===== src/gbm_map.vh =====
// constants for the guest bus master port: state codes, field widths, timing counts
// assumes inclusion by gbm_master.v and gbm_irq_edge.v only
`ifndef GBM_MAP_VH
`define GBM_MAP_VH

// ----------------------------------------------------------------------------
// state machine codes
// ----------------------------------------------------------------------------
`define GBM_ST_IDLE   3'h0
`define GBM_ST_SETUP  3'h1
`define GBM_ST_STROBE 3'h2
`define GBM_ST_HOLD   3'h3
`define GBM_ST_DONE   3'h4

// ----------------------------------------------------------------------------
// widths and reset values
// ----------------------------------------------------------------------------
`define GBM_CS_W      4'h8
`define GBM_CS_IDLE   8'hFF
`define GBM_ONE_CS    8'h01
`define GBM_ADDR_RST  3'h0
`define GBM_DATA_RST  8'h00

// ----------------------------------------------------------------------------
// timing: least strobe width in ns, cycles derived at 100 ns clock
// ----------------------------------------------------------------------------
// width must outlast the pin sync, else a wait raised at strobe start is missed
`define GBM_CLK_NS        100
`define GBM_STROBE_MIN_NS 500
`define GBM_STROBE_CYC    ((`GBM_STROBE_MIN_NS + `GBM_CLK_NS - 1) / `GBM_CLK_NS)
`define GBM_CNT_ZERO      3'h0
`define GBM_CNT_ONE       3'h1

`endif


===== src/gbm_master.v =====
// guest bus master: turns mailbox and DMA requests into peripheral bus cycles
// assumes requesters hold req until ack; peripheral pins are asynchronous
`timescale 1ns/10ps
`include "gbm_map.vh"

module gbm_master
(
    input  wire       CORE_CLK,
    input  wire       RST_N,
    // mailbox handshake side
    input  wire       MBX_REQ,
    input  wire       MBX_WRITE,
    input  wire [2:0] MBX_SEL,
    input  wire [2:0] MBX_ADDR,
    input  wire [7:0] MBX_WDATA,
    output wire       MBX_ACK,
    output wire [7:0] MBX_RDATA,
    // streaming dma side
    input  wire       DMA_REQ,
    input  wire       DMA_WRITE,
    input  wire [2:0] DMA_SEL,
    input  wire [2:0] DMA_ADDR,
    input  wire [7:0] DMA_WDATA,
    output wire       DMA_ACK,
    output wire [7:0] DMA_RDATA,
    // peripheral pins
    output wire [7:0] PERIPH_SELECT_N,
    output wire [2:0] PERIPH_ADDR,
    input  wire [7:0] PERIPH_DATA_I,
    output wire [7:0] PERIPH_DATA_O,
    output wire       PERIPH_DATA_OE,
    output wire       PERIPH_READ_N,
    output wire       PERIPH_WRITE_N,
    input  wire       PERIPH_READY,
    input  wire       PERIPH_WAIT_N,
    input  wire [1:0] PERIPH_IRQ,
    output wire [1:0] IRQ_EVENT
);

    // ------------------------------------------------------------------------
    // pin synchronisers: stage 1 feeds stage 2 only
    // ------------------------------------------------------------------------
    reg       rdy_s1_r;
    reg       rdy_s2_r;
    reg       rdy_s3_r;
    reg       wt_s1_r;
    reg       wt_s2_r;
    reg       wt_s3_r;
    reg       rdy_r;
    reg       wt_n_r;
    reg [7:0] dat_s1_r;
    reg [7:0] dat_s2_r;
    reg [7:0] dat_s3_r;
    reg [7:0] dat_r;

    always @(posedge CORE_CLK or negedge RST_N)
    begin
        if (!RST_N)
        begin
            rdy_s1_r <= 1'b0;
            rdy_s2_r <= 1'b0;
            rdy_s3_r <= 1'b0;
            wt_s1_r  <= 1'b1;
            wt_s2_r  <= 1'b1;
            wt_s3_r  <= 1'b1;
            rdy_r    <= 1'b0;
            wt_n_r   <= 1'b1;
            dat_s1_r <= `GBM_DATA_RST;
            dat_s2_r <= `GBM_DATA_RST;
            dat_s3_r <= `GBM_DATA_RST;
            dat_r    <= `GBM_DATA_RST;
        end
        else
        begin
            rdy_s1_r <= PERIPH_READY;
            rdy_s2_r <= rdy_s1_r;
            rdy_s3_r <= rdy_s2_r;
            wt_s1_r  <= PERIPH_WAIT_N;
            wt_s2_r  <= wt_s1_r;
            wt_s3_r  <= wt_s2_r;
            dat_s1_r <= PERIPH_DATA_I;
            dat_s2_r <= dat_s1_r;
            dat_s3_r <= dat_s2_r;
            if (rdy_s2_r == rdy_s3_r)
                rdy_r <= rdy_s3_r;
            if (wt_s2_r == wt_s3_r)
                wt_n_r <= wt_s3_r;
            // same latency as wait, so data settled with it is caught
            if (dat_s2_r == dat_s3_r)
                dat_r <= dat_s3_r;
        end
    end

    // ------------------------------------------------------------------------
    // cycle state machine
    // ------------------------------------------------------------------------
    localparam [2:0] ST_IDLE   = `GBM_ST_IDLE;
    localparam [2:0] ST_SETUP  = `GBM_ST_SETUP;
    localparam [2:0] ST_STROBE = `GBM_ST_STROBE;
    localparam [2:0] ST_HOLD   = `GBM_ST_HOLD;
    localparam [2:0] ST_DONE   = `GBM_ST_DONE;

    reg [2:0] state_r;
    reg [2:0] state_nxt;
    reg       own_mbx_r;
    reg       wr_r;
    reg [7:0] cs_n_r;
    reg [2:0] addr_r;
    reg [7:0] wdata_r;
    reg       oe_r;
    reg       rd_n_r;
    reg       wr_n_r;
    reg [7:0] mbx_rdata_r;
    reg [7:0] dma_rdata_r;
    reg [2:0] cnt_r;

    // strobe may end once ready is high and wait is released
    wire      periph_go = rdy_r & wt_n_r;
    wire      min_done  = (cnt_r == `GBM_CNT_ZERO);
    // mailbox wins any arbitration so dma never starves host commands
    wire      pick_mbx  = MBX_REQ;
    wire      any_req   = MBX_REQ | DMA_REQ;
    // counter load kept wide, cut to the counter width on purpose
    wire [31:0] strobe_load = `GBM_STROBE_CYC - `GBM_CNT_ONE;

    always @*
    begin
        state_nxt = state_r;
        case (state_r)
            ST_IDLE:
                if (any_req)
                    state_nxt = ST_SETUP;
            ST_SETUP:
                state_nxt = ST_STROBE;
            ST_STROBE:
                if (min_done && periph_go)
                    state_nxt = ST_HOLD;
            ST_HOLD:
                state_nxt = ST_DONE;
            ST_DONE:
                state_nxt = ST_IDLE;
            default:
                state_nxt = ST_IDLE;
        endcase
    end

    always @(posedge CORE_CLK or negedge RST_N)
    begin
        if (!RST_N)
        begin
            state_r     <= ST_IDLE;
            own_mbx_r   <= 1'b0;
            wr_r        <= 1'b0;
            cs_n_r      <= `GBM_CS_IDLE;
            addr_r      <= `GBM_ADDR_RST;
            wdata_r     <= `GBM_DATA_RST;
            oe_r        <= 1'b0;
            rd_n_r      <= 1'b1;
            wr_n_r      <= 1'b1;
            mbx_rdata_r <= `GBM_DATA_RST;
            dma_rdata_r <= `GBM_DATA_RST;
            cnt_r       <= `GBM_CNT_ZERO;
        end
        else
        begin
            state_r <= state_nxt;
            case (state_r)
                ST_IDLE:
                    if (any_req)
                    begin
                        own_mbx_r <= pick_mbx;
                        wr_r      <= pick_mbx ? MBX_WRITE : DMA_WRITE;
                        cs_n_r    <= ~(`GBM_ONE_CS << (pick_mbx ? MBX_SEL : DMA_SEL));
                        addr_r    <= pick_mbx ? MBX_ADDR : DMA_ADDR;
                        wdata_r   <= pick_mbx ? MBX_WDATA : DMA_WDATA;
                        oe_r      <= pick_mbx ? MBX_WRITE : DMA_WRITE;
                    end
                ST_SETUP:
                begin
                    rd_n_r <= wr_r;
                    wr_n_r <= ~wr_r;
                    cnt_r  <= strobe_load[2:0];
                end
                ST_STROBE:
                begin
                    if (!min_done)
                        cnt_r <= cnt_r - `GBM_CNT_ONE;
                    if (min_done && periph_go)
                    begin
                        rd_n_r <= 1'b1;
                        wr_n_r <= 1'b1;
                        if (!wr_r && own_mbx_r)
                            mbx_rdata_r <= dat_r;
                        if (!wr_r && !own_mbx_r)
                            dma_rdata_r <= dat_r;
                    end
                end
                ST_HOLD:
                begin
                    cs_n_r <= `GBM_CS_IDLE;
                    oe_r   <= 1'b0;
                end
                default:
                    cs_n_r <= `GBM_CS_IDLE;
            endcase
        end
    end

    // ------------------------------------------------------------------------
    // outputs
    // ------------------------------------------------------------------------
    wire done = (state_r == ST_DONE);

    assign MBX_ACK         = done & own_mbx_r;
    assign DMA_ACK         = done & ~own_mbx_r;
    assign MBX_RDATA       = mbx_rdata_r;
    assign DMA_RDATA       = dma_rdata_r;
    assign PERIPH_SELECT_N = cs_n_r;
    assign PERIPH_ADDR     = addr_r;
    assign PERIPH_DATA_O   = wdata_r;
    assign PERIPH_DATA_OE  = oe_r;
    assign PERIPH_READ_N   = rd_n_r;
    assign PERIPH_WRITE_N  = wr_n_r;

    gbm_irq_edge u_irq
    (
        .clk       (CORE_CLK),
        .rst_n     (RST_N),
        .irq_pin   (PERIPH_IRQ),
        .irq_pulse (IRQ_EVENT)
    );

endmodule


===== src/gbm_irq_edge.v =====
// rising-edge detector for the two peripheral interrupt inputs
// assumes inputs are asynchronous pins; three-stage sync with 2nd/3rd agreement
`timescale 1ns/10ps
`include "gbm_map.vh"

module gbm_irq_edge
(
    input  wire       clk,
    input  wire       rst_n,
    input  wire [1:0] irq_pin,
    output wire [1:0] irq_pulse
);

    genvar i;
    generate
        for (i = 0; i < 2; i = i + 1)
        begin : g_irq
            reg s1_r;
            reg s2_r;
            reg s3_r;
            reg lvl_r;
            reg pulse_r;
            always @(posedge clk or negedge rst_n)
            begin
                if (!rst_n)
                begin
                    s1_r    <= 1'b0;
                    s2_r    <= 1'b0;
                    s3_r    <= 1'b0;
                    lvl_r   <= 1'b0;
                    pulse_r <= 1'b0;
                end
                else
                begin
                    s1_r    <= irq_pin[i];
                    s2_r    <= s1_r;
                    s3_r    <= s2_r;
                    pulse_r <= 1'b0;
                    // level changes only when stages two and three agree
                    if (s2_r == s3_r)
                    begin
                        lvl_r   <= s3_r;
                        pulse_r <= s3_r & ~lvl_r;
                    end
                end
            end
            assign irq_pulse[i] = pulse_r;
        end
    endgenerate

endmodule


===== config.mk =====
export PLATFORM = sky130hd
export DESIGN_NAME = gbm_master
export DESIGN_NICKNAME = d
export VERILOG_FILES = /design/src/gbm_master.v /design/src/gbm_irq_edge.v
export VERILOG_INCLUDE_DIRS = /design/src /design/src/src
export SDC_FILE = /design/constraint.sdc
export NUM_CORES = 1
export LEC_CHECK = 0
export BUFFER_PORTS_ARGS = -buffer_cell sky130_fd_sc_hd__buf_2
export CAP_MARGIN = 20
export CORE_MARGIN = 4
export CORE_UTILIZATION = 53
export DETAILED_ROUTE_END_ITERATION = 8
export PLACE_DENSITY = 0.79
export SLEW_MARGIN = 20
export SYNTH_ARGS = -nofsm -noshare
export SYNTH_HDL_FRONTEND = slang
export SYNTH_SLANG_ARGS = --single-unit

===== constraint.sdc =====
create_clock -name CORE_CLK -period 3 [get_ports CORE_CLK]
set_clock_uncertainty 0.2 [all_clocks]
set_input_delay 0.6 -clock CORE_CLK [delete_from_list [all_inputs] [get_ports CORE_CLK]]
set_output_delay 0.6 -clock CORE_CLK [all_outputs]
set_load 0.02 [all_outputs]

==> results.md, run 1 <==
- Primary FF master, synth: dfrtp_1
- FP Rows: 29
- R2R Path Start: state_r[1]
- Antenna diode count: 0
- Placed Instances: 422
- Worst skew pair latency: 0.35 ns
- DRC: 0
- DP HPWL: 4627 um
- PortBufs: 87
- Slew headroom: 62.01%
- Clock root buffer: clkbuf_8
- Crit path cell chain: nor2b_2, nand4_2, or4b_1, mux2_4
- YS warnings: 0
- Die width: 90.80 um
- Worst setup EP type: flip-flop
- Final WL: 6342 um
- Tot GR Track Use: 16.53%
- Area post-placement: 4148 sq um
- Maximum clock insertion buffer count: 2
- Worst R2R Path Depth: 4
- DRT iter0 DRCs: 115
- Setup Buffers After CTS: 0
- # setup viols final: 0
- Area of the mapped netlist: 3633 sq um
- Static Leak: 2.141 nW
- Final hold slack: 0.01514 ns
- Post-cts hold buffer count: 0
- CTS clk-pin slew, worst paths: 0.09 ns
- Synthesized area per cell: 13.61 sq um
- Layout net count: 404
- Fin util: 66.50%
- CTS tree: built
- Max-cap violations: 0
- RSZ-0062 raised after global routing: no
- CP Class: flip-flop to flip-flop
- CTS-repair resized insts: 0
- Yosys reg bits: 96
- Vias: 2302
- Layout cells sized above 1: 41.55%
- Die height: 90.80 um
- Vias in the first global route: 2354
- Area growth, synth to finish: 18.87%
- Hold Vio Cnt, Final: 0
- Peak supply drop: 0.5282 mV
- Max Fanout on Critical Path: 15
- Startpoint type of the worst setup path: flip-flop
- Post-route cell area: 4319 sq um
- WP data arrival: 2.55 ns
- Syn Nets: 315
- Die area: 8245 sq um
- Critical Path Max Stage Delay: 0.76 ns
- Async set-reset flop share out of synthesis: 100.0%
- Fin cells: 438
- Cells after Synth: 267
- Reg2Reg Setup Slack: 0.49 ns
- Sequential cell area fraction in the yosys report: 66.60%
- Hold WC Path Type: primary input to async pin
- Tmin final: 2.511 ns
- First-pass GRT wire length: 10860 um
- TritonCTS Buffers: 9
- Pwr dens: 802.6 nW/um^2
- Slowest cell on the critical path: or4b_1
- Most frequent cells in the layout: buf_2 (86), dfrtp_1 (82), nor2_1 (28)
- Least-Margin Pin Slew: 0.5646 ns
- Status: completed
- Core Area: 6495 sq um
- R2r endpoint: MBX_RDATA[0]
- Critical Path RT: 3.04 ns
- Final GP Congestion: 0.7624
- Starting Density: 55.94%
- Final cycle utilization of the critical path: 83.70%
- Initial antenna violation count: 0
- Netlist cell types: 44
- Number of synthesized flops with an enable pin: 0
- Highest clock rate: 0.3983 GHz
- Remaining antenna violation count: 0
- Pin count of the biggest net entering global routing: 43
- Drt pass-1 iters: 4
- Commonest non-fill, non-tap cell in the layout: buf_2
- Clock sinks: 96
- Max-slew violation count: 0
- H-Tree Depth: 3
- Grt ovf: 0
- IO Count: 88
- Wire length per cell: 14.48 um
- Setup TNS: 0 ns
- Vias/cell: 5.256
## synth_stat cells, types with 2 or more instances
cell type	count	share of area, %
dfrtp_1	82	56
nor2_1	28	2.9
a21oi_1	20	2.8
mux2_2	17	5.3
dfstp_2	14	10
mux2i_1	12	3.3
nand2_1	11	1.1
mux2_4	8	3.3
xor2_1	8	1.9
inv_1	6	0.62
o21ai_0	5	0.69
a31oi_1	4	0.69
buf_2	4	0.55
clkbuf_1	4	0.41
maj3_1	4	1.1
nor4_1	4	0.69
o32ai_1	4	0.96
buf_1	3	0.31
buf_4	2	0.41
ha_1	2	0.69
o41ai_1	2	0.48
## worst max-delay path, delay by kind of cell (launching register included)
family           cells  cell delay (ns)
AND/OR/NAND/NOR      3             1.19
multiplexers         1             0.39
flip-flops           1             0.63
## through the flow
step | power, mW | worst slack (ns)
2_1_floorplan | 2.419 | 0.6170
3_3_place_gp | 2.722 | 0.5845
3_5_place_dp | 2.760 | 0.5084
4_1_cts | 3.495 | 0.4897
5_1_grt | 3.699 | 0.3233
6_report | 3.466 | 0.4891
## where the power goes
group / leakage (nW) / internal [mW] / switching [mW]
registers: 1.16 / 1.55 / 0.172
clock network: 0.0870 / 0.306 / 0.427
logic: 0.897 / 0.398 / 0.612
## layer usage
metal | track usage [%] | vias to the layer above | share of wire [%]
met5 | 0 | - | 0
met4 | 7.412 | 0 | 1.7
met3 | 4.250 | 9 | 6.5
met2 | 25.76 | 81 | 48
met1 | 21.90 | 1102 | 44
li1 | - | 1110 | -
## final cells by class
type / instances / area, sq um
flip-flops and latches: 96 / 2420
clock buffers: 10 / 127.6
fillers: 478 / 2176
inverters: 6 / 22.52
multi-input cells: 150 / 1114
repair buffers: 93 / 495.5
clock inverters: 6 / 43.79
well taps: 77 / 96.34
## registers in the layout, indices dropped and copies added (netlist names), 3 cells and up
register,flops
DMA_RDATA,8
PERIPH_SELECT_N,8
PERIPH_DATA_O,8
dat_r,8
dat_s2_r,8
dat_s1_r,8
PERIPH_ADDR,3
cnt_r,3
state_r,3
dat_s3_r,8
MBX_RDATA,8
## kinds of logic after synthesis
| family | share of synthesized area, % |
|---|---|
| DFF | 66.60 |
| and+or+nand+nor | 7.163 |
| AOI/OAI and AO/OA | 7.645 |
| muxes | 11.88 |
| buffers and inverters | 2.754 |
| xor gates and xnor gates | 2.170 |
| adders and majority gates | 1.791 |
## how the worst max path moves through the flow
stage                    to       start  slack, ns  depth (start not counted)
2_1_floorplan       DMA_ACK  state_r[0]       0.62                          3
3_3_place_gp   MBX_RDATA[5]    cnt_r[0]       0.58                          6
3_5_place_dp   MBX_RDATA[7]    cnt_r[0]       0.51                          6
4_1_cts        MBX_RDATA[3]    cnt_r[0]       0.49                          6
5_1_grt        MBX_RDATA[3]  state_r[1]       0.32                          4
6_report       MBX_RDATA[0]  state_r[1]       0.49                          4
(Power assumes the default switching activity.)
==> run 2: changes to the inputs <==
- ABC_AREA: unset -> 1
- clock period: 3 -> 2.6 ns (I/O delays scaled with it)
==> results.md, run 2 <==
- Internal power: 2.737 mW
- Combinational Power Share: 30.5%
- Worst skew pair latency: 0.35 ns
- Tot GR Track Use: 17.00%
- Starting Density: 55.17%
- Most frequent cells in the layout: nand2_1 (94), buf_2 (86), dfrtp_1 (82)
- Synth area leaders: dfrtp_1 (54%), dfstp_2 (9.7%), nand2_1 (9.3%)
- Number of synthesized flops with an enable pin: 0
- Die area: 8567 sq um
- # fillers: 566
- Fin cells: 553
- Hold WC Path Type: primary input to flip-flop
- DRC: 0
- End of the critical path: MBX_ACK
- Initial antenna violation count: 0
- Sw Share: 36.40%
- Antenna diode count: 0
- Maximum clock insertion buffer count: 2
- TritonCTS Buffers: 9
- Pwr dens: 954.5 nW/um^2
- Sequential cell area: 2420 sq um
- Area leader, netlist: dfrtp_1
- Pin count of the biggest net entering global routing: 48
- Area growth, synth to finish: 18.95%
- Peak supply drop: 0.5760 mV
- Clock sinks: 96
- Cells after Synth: 361
- DP HPWL: 4892 um
- Yosys reg bits: 96
- CTS clk-pin slew, worst paths: 0.09 ns
- PortBufs: 87
- Max Fanout on Critical Path: 4
- Critical Path RT: 1.88 ns
- Primary FF master, synth: dfrtp_1
- Vias/cell: 4.796
- Placed Instances: 536
- Reg2Reg Setup Slack: 0.71 ns
- Post-synth top cells: nand2_1 (94), dfrtp_1 (82), nor2_1 (42)
- Worst R2R Path Depth: 9
- Setup crit start: state_r[1]
- Most common cell in the netlist: nand2_1
- Final cycle utilization of the critical path: 77.50%
- Max-slew violation count: 0
- Sequential cell area fraction in the yosys report: 63.85%
- Highest clock rate: 0.4963 GHz
- Die height: 92.56 um
- Async set-reset flop share out of synthesis: 100.0%
- Layout cells sized above 1: 33.26%
- # setup viols final: 0
- R2r endpoint: MBX_RDATA[3]
- Vias in the first global route: 2569
- Max-cap violations: 0
- Layout net count: 500
- Netlist cell types: 27
- CP Class: flip-flop to output port
- Core Area: 6869 sq um
- IO Count: 88
- H-Tree Depth: 3
- Switching power total: 1.566 mW
- Status: completed
- YS warnings: 0
- Clock root buffer: clkbuf_8
- Area of the multi-input gates: 1162 sq um
- Tmin final: 2.015 ns
- Sequential share of power: 46.4%
- R2R Path Start: cnt_r[0]
- Drt pass-1 iters: 4
- FP Rows: 30
- Grt ovf: 0
- Wire length per cell: 12.09 um
- Remaining antenna violation count: 0
- CTS tree: built
- Least-Margin Pin Slew: 0.5796 ns
- CTS-repair resized insts: 0
- Final WL: 6684 um
- Final GP Congestion: 0.8281
- Clock share of power: 23.1%
- Vias: 2652
- RSZ-0062 raised after global routing: no
- Hold Vio Cnt, Final: 0
- Commonest non-fill, non-tap cell in the layout: nand2_1
- First-pass GRT wire length: 11450 um
- Synthesized area per cell: 10.50 sq um
- Startpoint type of the worst setup path: flip-flop
- DRT iter0 DRCs: 141
- Setup TNS: 0 ns
- Area of the mapped netlist: 3790 sq um
- Static Leak: 2.317 nW
- Syn Nets: 409
- WP data arrival: 1.29 ns
- Slew headroom: 61.36%
- Worst setup EP type: output port
- Die width: 92.56 um
- Area fraction of the dominant cell type after synthesis: 54.14%
## run 2: worst min path at each step
stage               cells after the start  slack, ns      endpoint          start
finish                                  1       0.06       wt_s1_r  PERIPH_WAIT_N
global route                            1       0.03       wt_s1_r  PERIPH_WAIT_N
CTS                                     1       0.04       wt_s1_r  PERIPH_WAIT_N
detailed placement                      0       0.13   dat_s2_r[6]    dat_s1_r[6]
global placement                        0       0.13   dat_s2_r[2]    dat_s1_r[2]
floorplan                               0       0.02  DMA_RDATA[0]          RST_N
## run 2: worst max-delay path: stages (launching register included)
cell and delay [ns]:
dfrtp_1 0.42, inv_1 0.14, nand3_1 0.11, nor2_1 0.10, buf_2 0.18
## run 2: metrics by stage
stage               util [%]  hold slack [ns]  worst slack [ns]  instance area (sq um)  total power, mW
floorplan                  -          0.02441            0.9236                   3790            2.997
global placement       62.42           0.1317            0.6318                   4288            3.295
detailed placement     62.42           0.1347            0.5743                   4288            3.347
CTS                    65.63          0.03795            0.5723                   4508            4.353
global route           65.63          0.02556            0.4751                   4508            4.602
finish                 65.63          0.05694            0.5851                   4508            4.303
## run 2: kinds of logic (layout without fill, tap and decap cells)
family | Yosys count | in the layout | share of synthesized area [%]
AOI/OAI and AO/OA | 46 | 46 | 8.485
xor gates and xnor gates | 5 | 5 | 1.155
adders and majority gates | 6 | 6 | 1.717
buffers and inverters | 42 | 138 | 5.480
DFF | 96 | 96 | 63.85
and+or+nand+nor | 166 | 166 | 19.31
## run 2: layer usage
| metal | track usage [%] | vias to the layer above | share of wire, % |
|---|---|---|---|
| met5 | 0 | - | 0 |
| met4 | 6.683 | 0 | 1.5 |
| met3 | 4.062 | 8 | 4.5 |
| met2 | 28.88 | 57 | 51 |
| met1 | 20.99 | 1268 | 43 |
| li1 | - | 1319 | - |
## run 2: area by class of cell
cell class | instances | share of cell area [%]
multi-input combinational | 223 | 25.78
sequential | 96 | 53.68
tap | 96 | 2.664
clock buffer | 9 | 2.748
clock inverter | 7 | 1.915
timing repair buffer | 90 | 10.55
inverter | 32 | 2.664
## run 2: repair_timing
action                    in CTS  in global routing
hold buffers                   1                  0
setup buffers                  0                  0
hold endpoints to repair      35                  0
## run 2: power groups by stage
stage / sequential, mW / combinational, mW / clock [mW]
floorplan: 2.22 / 0.776 / 0
global placement: 2.01 / 1.28 / 0
detailed placement: 2.02 / 1.32 / 0
CTS: 2.00 / 1.33 / 1.03
global route: 2.04 / 1.48 / 1.09
finish: 2.00 / 1.31 / 0.992
